<file path="config.mk">
export PLATFORM = sky130hd
export DESIGN_NAME = lcs_storage_pair
export DESIGN_NICKNAME = d
export VERILOG_FILES = /design/src/rtl/lcs_pkg.sv /design/src/rtl/lcs_storage_pair.sv /design/src/rtl/lcs_lut.sv
export SDC_FILE = /design/constraint.sdc
export NUM_CORES = 1
export LEC_CHECK = 0
export ABC_AREA = 1
export ABC_CLOCK_PERIOD_IN_PS = 1600
export BUFFER_PORTS_ARGS = -buffer_cell sky130_fd_sc_hd__clkbuf_2
export CORE_UTILIZATION = 56
export CTS_CLUSTER_SIZE = 40
export DETAILED_ROUTE_END_ITERATION = 7
export HOLD_SLACK_MARGIN = 0.03
export PLACE_DENSITY = 0.8
export SETUP_SLACK_MARGIN = 0.1
export SYNTH_ARGS = -nofsm -noshare
export SYNTH_HDL_FRONTEND = slang
export SYNTH_SLANG_ARGS = --single-unit
</file>
<file path="constraint.sdc">
create_clock -name sys_clk -period 1.6 [get_ports sys_clk]
set_clock_uncertainty 0.05 [all_clocks]
set_input_delay 0.16 -clock sys_clk [delete_from_list [all_inputs] [get_ports sys_clk]]
set_output_delay 0.16 -clock sys_clk [all_outputs]
set_load 0.02 [all_outputs]
</file>
<file path="src/rtl/lcs_pkg.sv">
// constants for the logic cell storage pair
package lcs_pkg;
  localparam int unsigned ADDR_W = 8;
  localparam int unsigned DATA_W = 32;
  localparam logic [ADDR_W-1:0] OFS_CFG = 8'h00;
  localparam logic [ADDR_W-1:0] OFS_LUT_A = 8'h04;
  localparam logic [ADDR_W-1:0] OFS_LUT_B = 8'h08;
  localparam logic [ADDR_W-1:0] OFS_LUT_H = 8'h0C;
  localparam logic [ADDR_W-1:0] OFS_STAT = 8'h10;
  localparam int unsigned LUT_FOUR_IN = 4;
  localparam int unsigned LUT_THREE_IN = 3;
  localparam int unsigned CTL_N = 4;
  localparam int unsigned SEL_W = 2;
  // configuration word layout
  localparam int unsigned B_INV = 0;
  localparam int unsigned B_LATCH = 2;
  localparam int unsigned B_SRVAL = 4;
  localparam int unsigned B_GATE_USE = 6;
  localparam int unsigned B_SR_USE = 8;
  localparam int unsigned B_DSEL = 10;
  localparam int unsigned B_XSEL = 14;
  localparam int unsigned B_YSEL = 15;
  localparam int unsigned B_CSEL_GATE = 16;
  localparam int unsigned B_CSEL_PC = 18;
  localparam int unsigned B_CSEL_DIN = 20;
  localparam int unsigned B_CSEL_H1 = 22;
  localparam int unsigned CFG_W = 24;
  localparam logic [CFG_W-1:0] CFG_RST = 24'h000000;
  // status word layout
  localparam int unsigned ST_Q0 = 0;
  localparam int unsigned ST_Q1 = 1;
  localparam int unsigned ST_X = 2;
  localparam int unsigned ST_Y = 3;
  localparam int unsigned ST_W = 4;
  // synchroniser lanes
  localparam int unsigned SY_CTL = 0;
  localparam int unsigned SY_FA = 4;
  localparam int unsigned SY_GB = 8;
  localparam int unsigned SY_CLK = 12;
  localparam int unsigned SY_INIT = 13;
  localparam int unsigned SYNC_W = 14;
  typedef enum logic [1:0] {
    LCS_SRC_A = 2'h0,
    LCS_SRC_B = 2'h1,
    LCS_SRC_H = 2'h2,
    LCS_SRC_DIN = 2'h3
  } lcs_dsrc_t;
endpackage

</file>
<file path="src/rtl/lcs_storage_pair.sv">
// storage pair of a logic cell with data, output and control steering
`timescale 1ns/10ps
module lcs_storage_pair (
  input wire logic sys_clk,
  input wire logic rst_b,
  input wire logic [lcs_pkg::ADDR_W-1:0] reg_addr,
  input wire logic [lcs_pkg::DATA_W-1:0] reg_wdata,
  input wire logic reg_wr,
  input wire logic reg_rd,
  output logic [lcs_pkg::DATA_W-1:0] reg_rdata,
  input wire logic storage_clock,
  input wire logic global_init_pulse,
  input wire logic [lcs_pkg::CTL_N-1:0] general_control_inputs,
  input wire logic [lcs_pkg::LUT_FOUR_IN-1:0] lut_four_a_in,
  input wire logic [lcs_pkg::LUT_FOUR_IN-1:0] lut_four_b_in,
  output logic cell_q0,
  output logic cell_q1,
  output logic comb_x,
  output logic comb_y
);
  import lcs_pkg::*;

  localparam int unsigned TAB4 = 2**LUT_FOUR_IN;
  localparam int unsigned TAB3 = 2**LUT_THREE_IN;

  // two-flop synchronisers for everything arriving from the fabric
  logic [SYNC_W-1:0] pin_raw;
  logic [SYNC_W-1:0] meta_q;
  logic [SYNC_W-1:0] sync_q;

  assign pin_raw = {global_init_pulse, storage_clock, lut_four_b_in, lut_four_a_in, general_control_inputs};

  generate
    for (genvar g = 0; g < SYNC_W; g++) begin : g_sync
      always_ff @(posedge sys_clk or negedge rst_b) begin
        if (!rst_b) begin
          meta_q[g] <= 1'b0;
          sync_q[g] <= 1'b0;
        end else begin
          meta_q[g] <= pin_raw[g];
          sync_q[g] <= meta_q[g];
        end
      end
    end
  endgenerate

  logic [CTL_N-1:0] ctl_s;
  logic [LUT_FOUR_IN-1:0] fa_s;
  logic [LUT_FOUR_IN-1:0] gb_s;
  logic clk_s;
  logic init_s;

  assign ctl_s = sync_q[SY_CTL +: CTL_N];
  assign fa_s = sync_q[SY_FA +: LUT_FOUR_IN];
  assign gb_s = sync_q[SY_GB +: LUT_FOUR_IN];
  assign clk_s = sync_q[SY_CLK];
  assign init_s = sync_q[SY_INIT];

  // configuration register and register port
  logic [CFG_W-1:0] cfg_q, cfg_d;
  logic [DATA_W-1:0] rdata_q, rdata_d;
  logic wr_lut_a, wr_lut_b, wr_lut_h;
  logic [TAB4-1:0] tab_a, tab_b;
  logic [TAB3-1:0] tab_h;
  logic lut_a_q, lut_b_q, lut_h_q;
  logic [1:0] q_q, q_d;
  logic x_q, x_d, y_q, y_d;
  logic clk_prev_q;

  always_comb begin
    cfg_d = cfg_q;
    wr_lut_a = 1'b0;
    wr_lut_b = 1'b0;
    wr_lut_h = 1'b0;
    rdata_d = '0;
    if (reg_wr) begin
      unique case (reg_addr)
        OFS_CFG: cfg_d = reg_wdata[CFG_W-1:0];
        OFS_LUT_A: wr_lut_a = 1'b1;
        OFS_LUT_B: wr_lut_b = 1'b1;
        OFS_LUT_H: wr_lut_h = 1'b1;
        default: ;
      endcase
    end
    if (reg_rd) begin
      unique case (reg_addr)
        OFS_CFG: rdata_d[CFG_W-1:0] = cfg_q;
        OFS_LUT_A: rdata_d[TAB4-1:0] = tab_a;
        OFS_LUT_B: rdata_d[TAB4-1:0] = tab_b;
        OFS_LUT_H: rdata_d[TAB3-1:0] = tab_h;
        OFS_STAT: rdata_d[ST_W-1:0] = {y_q, x_q, q_q[1], q_q[0]};
        default: ;
      endcase
    end
  end

  always_ff @(posedge sys_clk or negedge rst_b) begin
    if (!rst_b) begin
      cfg_q <= CFG_RST;
      rdata_q <= '0;
    end else begin
      cfg_q <= cfg_d;
      rdata_q <= rdata_d;
    end
  end

  // control steering: any general input to any internal control
  logic gate_int, pc_int, din_int, h1_int;
  logic [LUT_THREE_IN-1:0] h_addr;

  always_comb begin
    gate_int = ctl_s[cfg_q[B_CSEL_GATE +: SEL_W]];
    pc_int = ctl_s[cfg_q[B_CSEL_PC +: SEL_W]];
    din_int = ctl_s[cfg_q[B_CSEL_DIN +: SEL_W]];
    h1_int = ctl_s[cfg_q[B_CSEL_H1 +: SEL_W]];
    h_addr = {din_int, h1_int, pc_int};
  end

  lcs_lut #(.IN_W(LUT_FOUR_IN)) u_lut_a (
    .sys_clk(sys_clk),
    .rst_b(rst_b),
    .wr_en(wr_lut_a),
    .wr_table(reg_wdata[TAB4-1:0]),
    .addr(fa_s),
    .table_out(tab_a),
    .out_q(lut_a_q)
  );

  lcs_lut #(.IN_W(LUT_FOUR_IN)) u_lut_b (
    .sys_clk(sys_clk),
    .rst_b(rst_b),
    .wr_en(wr_lut_b),
    .wr_table(reg_wdata[TAB4-1:0]),
    .addr(gb_s),
    .table_out(tab_b),
    .out_q(lut_b_q)
  );

  lcs_lut #(.IN_W(LUT_THREE_IN)) u_lut_h (
    .sys_clk(sys_clk),
    .rst_b(rst_b),
    .wr_en(wr_lut_h),
    .wr_table(reg_wdata[TAB3-1:0]),
    .addr(h_addr),
    .table_out(tab_h),
    .out_q(lut_h_q)
  );

  // combinational outputs, taken from the registered table outputs and registered again
  always_comb begin
    x_d = cfg_q[B_XSEL] ? lut_h_q : lut_a_q;
    y_d = cfg_q[B_YSEL] ? lut_h_q : lut_b_q;
  end

  // the two storage elements
  logic [1:0] d_sel, eclk, rise, gate_eff, pc_eff, srval, latch_m;

  generate
    for (genvar i = 0; i < 2; i++) begin : g_store
      always_comb begin
        unique case (lcs_dsrc_t'(cfg_q[B_DSEL + SEL_W*i +: SEL_W]))
          LCS_SRC_A: d_sel[i] = lut_a_q;
          LCS_SRC_B: d_sel[i] = lut_b_q;
          LCS_SRC_H: d_sel[i] = lut_h_q;
          LCS_SRC_DIN: d_sel[i] = din_int;
        endcase
        eclk[i] = clk_s ^ cfg_q[B_INV + i];
        rise[i] = eclk[i] & ~(clk_prev_q ^ cfg_q[B_INV + i]);
        gate_eff[i] = ~cfg_q[B_GATE_USE + i] | gate_int;
        pc_eff[i] = cfg_q[B_SR_USE + i] & pc_int;
        srval[i] = cfg_q[B_SRVAL + i];
        latch_m[i] = cfg_q[B_LATCH + i];
        if (init_s || pc_eff[i]) begin
          q_d[i] = srval[i];
        end else if (latch_m[i]) begin
          q_d[i] = (!eclk[i] && gate_eff[i]) ? d_sel[i] : q_q[i];
        end else begin
          q_d[i] = (rise[i] && gate_eff[i]) ? d_sel[i] : q_q[i];
        end
      end

    end
  endgenerate

  always_ff @(posedge sys_clk or negedge rst_b) begin
    if (!rst_b) begin
      q_q <= 2'h0;
      x_q <= 1'b0;
      y_q <= 1'b0;
      clk_prev_q <= 1'b0;
    end else begin
      q_q <= q_d;
      x_q <= x_d;
      y_q <= y_d;
      clk_prev_q <= clk_s;
    end
  end

  assign reg_rdata = rdata_q;
  assign cell_q0 = q_q[0];
  assign cell_q1 = q_q[1];
  assign comb_x = x_q;
  assign comb_y = y_q;
endmodule

</file>
<file path="src/rtl/lcs_lut.sv">
// lookup table with loadable contents and registered output
`timescale 1ns/10ps
module lcs_lut #(
  parameter int unsigned IN_W = 4
) (
  input wire logic sys_clk,
  input wire logic rst_b,
  input wire logic wr_en,
  input wire logic [(2**IN_W)-1:0] wr_table,
  input wire logic [IN_W-1:0] addr,
  output logic [(2**IN_W)-1:0] table_out,
  output logic out_q
);
  import lcs_pkg::*;

  localparam int unsigned ENT = 2**IN_W;

  generate
    if (IN_W < 1 || IN_W > LUT_FOUR_IN) begin : g_chk
      $error("lcs_lut: IN_W out of range");
    end
  endgenerate

  logic [ENT-1:0] table_q, table_d;
  logic out_d;

  always_comb begin
    table_d = wr_en ? wr_table : table_q;
    out_d = table_q[addr];
  end

  always_ff @(posedge sys_clk or negedge rst_b) begin
    if (!rst_b) begin
      table_q <= '0;
      out_q <= 1'b0;
    end else begin
      table_q <= table_d;
      out_q <= out_d;
    end
  end

  assign table_out = table_q;
endmodule

</file>
==> metrics <==
status finished, final reports clean; CTS Buf Count 17; CTS root buffer clkbuf_8; Multi-input gate area ~0.0019 sq mm; crit path kind reg -> reg; die area a little over 0.01 sq mm; WP data arrival roughly 1800 ps; die width ~100 microns; GRT met2 Usage 0.481; Synth Cell Area 0.00550 sq mm; pre-CTS WS 40.8 ps; share of layout cells above drive strength 1 0.200; Final ANT Viol Nets 0; async set or reset register ratio after synthesis 1.00; final setup vio count 0; Final #Nets slightly above 800; Pleak between 3 and 4 nW; worst reg-to-reg setup slack approximately 190 ps; Worst-path clk slew ~60 ps; Comb pwr share 0.080; mean area per synthesized cell approximately 8.7 sq um; top-count cell post-synth nand2_1; core area ~0.0094 sq mm; Post-Syn Instances roughly 630; HPWL reported at the end of detailed placement 9750 microns; grt peak-use layer met2; Fin Hold WS 66.2 ps; Setup Buffers After CTS 0; Final Critical Period ~1400 ps; Starting Density 0.587; via count just under 5k; Clk network pwr share 0.479; Hold Path Class in -> async; P_int around 0.0058 W; largest net degree at the start of global routing between 40 and 50; CTS max path bufs 2; met1 Use GR 0.396; Fmax roughly 700 MHz; Seq pwr share 0.441; critical path peak fanout 4; PnR worst setup slack about 190 ps; global-route wire length before repair 22900 microns; Switching Fraction 0.253; Critical Path End Type register; Die H between 100 and 150 microns; Post-synth EDFFs 0; NetSw roughly 0.0020 W; power per cell area 1100 mW/mm^2; Hold Fails Final Rpt 0; met3 Track Usage GR 0.0867; TritonCTS clock tree done; I/O pins 94; row count 35; clock sink count between 100 and 150; synth unique cells 29; cell taking the most area after synthesis dfrtp_1; Port Buf Inserts 77; H-tree Lvls 4; Tcrit/Tclk final 0.883; wire length per cell 15.8 microns; fin. max-slew vios 0; most common library cells after synthesis 144 x nand2_1, 124 x dfrtp_1, 79 x inv_1, 60 x nand3_1, 60 x o21ai_1; startpoint types register; Seq/Total Area, Yosys 0.564; max cap viols 0; flops & latches, synth 124; RSZ-0062 raised after global routing false; vias in the first global route 4731; GRT Total Usage 0.305; top_reg_cell synth dfrtp_1; VDD IR max 1.03 mV; drt total wl around 14000 microns; initial antenna violation count 1; drt drc 0; Worst EP required between 1500 and 2000 ps; register area roughly 0.0031 sq mm; worst skew pair latency just over 500 ps; RD Place Congestion 0.918; Initial DRC Count 310; total grt overflow 0; most area-consuming cells after synthesis dfrtp_1 56%, nand2_1 9.8%, nand3_1 5.5%; ANT cells 0; post-route setup TNS 0 ps; Fill cells roughly 680; vias per cell ~5.3; drt first pass iters 5; Yosys warnings 0; Synth top area share 0.564; Area Overhead vs Synth 27.8%
## cell families (layout without fill, tap and decap cells)
logic type,after synthesis,after routing,synth area share
simple gates,273,273,0.216
flops,124,124,0.564
compound gates,121,121,0.122
buf+inv,114,247,0.0960
other cells,1,8,0.000682
xor+xnor,1,1,0.00159
## cell usage in the layout, fill, tap and decap left out, types with 2 or more instances in the layout
master and n:
nand2_1 143, dfrtp_1 123, inv_1 79, clkbuf_2 76
o21ai_1 60, nand3_1 57, nor2_1 54, dlygate4sd3_1 40
o21ai_0 26, clkbuf_16 16, a21oi_1 13, o211ai_1 11
buf_4 10, a21oi_2 8, conb_1 8, inv_2 5
clkinv_4 5, buf_12 5, nand2_2 4, inv_6 4
nor2_4 3, nand3_2 3, nor3_2 2, nor2_2 2
bufinv_16 2, clkinvlp_4 2, clkinv_2 2
## layout make-up
type | instances | share of cell area
multi-input combinational | 403 | 0.272
clock inverter | 15 | 0.0233
inverter | 84 | 0.0449
sequential | 124 | 0.442
tap | 129 | 0.0230
timing repair buffer | 131 | 0.136
clock buffer | 17 | 0.0589
## repair_timing
action	CTS	global route
setup endpoints to repair	2	3
hold buffers	40	0
pin swaps	0	0
hold endpoints to repair	208	0
resized for setup	2	3
## routing by layer
layer	routed length [microns]	up-vias
met5	0	-
met4	465	0
met3	1100	40
met2	6820	216
met1	5850	2287
li1	-	2263
## sequential cells by signal, indices dropped and copies added, names as in the netlist
signal             cells
cfg_q                 24
reg_rdata             24
u_lut_a.table_out     16
u_lut_b.table_out     16
meta_q                14
u_lut_h.table_out      8
ctl_s                  4
fa_s                   4
gb_s                   4
q_q                    2
clk_prev_q             1
clk_s                  1
comb_x                 1
comb_y                 1
init_s                 1
u_lut_a.out_q          1
u_lut_b.out_q          1
u_lut_h.out_q          1
## through the flow
| stage | total power (W) | cell area [sq um] | util | std cells |
|---|---|---|---|---|
| after floorplan | 0.00373 | 5530 | - | 641 |
| after global placement | 0.00396 | 6030 | 0.644 | 831 |
| after detailed placement | 0.00398 | 6030 | 0.644 | 831 |
| after CTS | 0.00776 | 7020 | 0.749 | 903 |
| after global routing | 0.00799 | 7030 | 0.750 | 903 |
| final | 0.00772 | 7030 | 0.750 | 903 |
## power groups by stage
stage                     clock (W)  sequential (W)  combinational (W)
after floorplan                   0         0.00342           0.000310
after global placement            0         0.00345           0.000507
after global routing        0.00388         0.00342           0.000689
after detailed placement          0         0.00346           0.000528
after CTS                   0.00374         0.00340           0.000614
final                       0.00370         0.00341           0.000618
## worst paths after layout
| path | startpoint | cells after the start | endpoint |
|---|---|---|---|
| min in group sys_clk | reg_wr | 3 | u_lut_h.table_out[5] |
| worst max register to register | cfg_q[2] | 7 | q_q[0] |
| worst min-delay path | rst_b | 2 | cfg_q[1] |
| worst max-delay path | cfg_q[2] | 7 | q_q[0] |
| max in group asynchronous | rst_b | 3 | u_lut_b.table_out[4] |
| worst min register to register | meta_q[11] | 0 | gb_s[3] |
## critical path, cell delays in order, from the launching register on
cell     delay, ps
dfrtp_1        420
or2_2          320
nand3_1         80
nand2_1         70
nor2_1         140
nor2_1          50
nor2_1          90
nand2_1         60
Note: power is estimated with default switching activity, not from simulation.
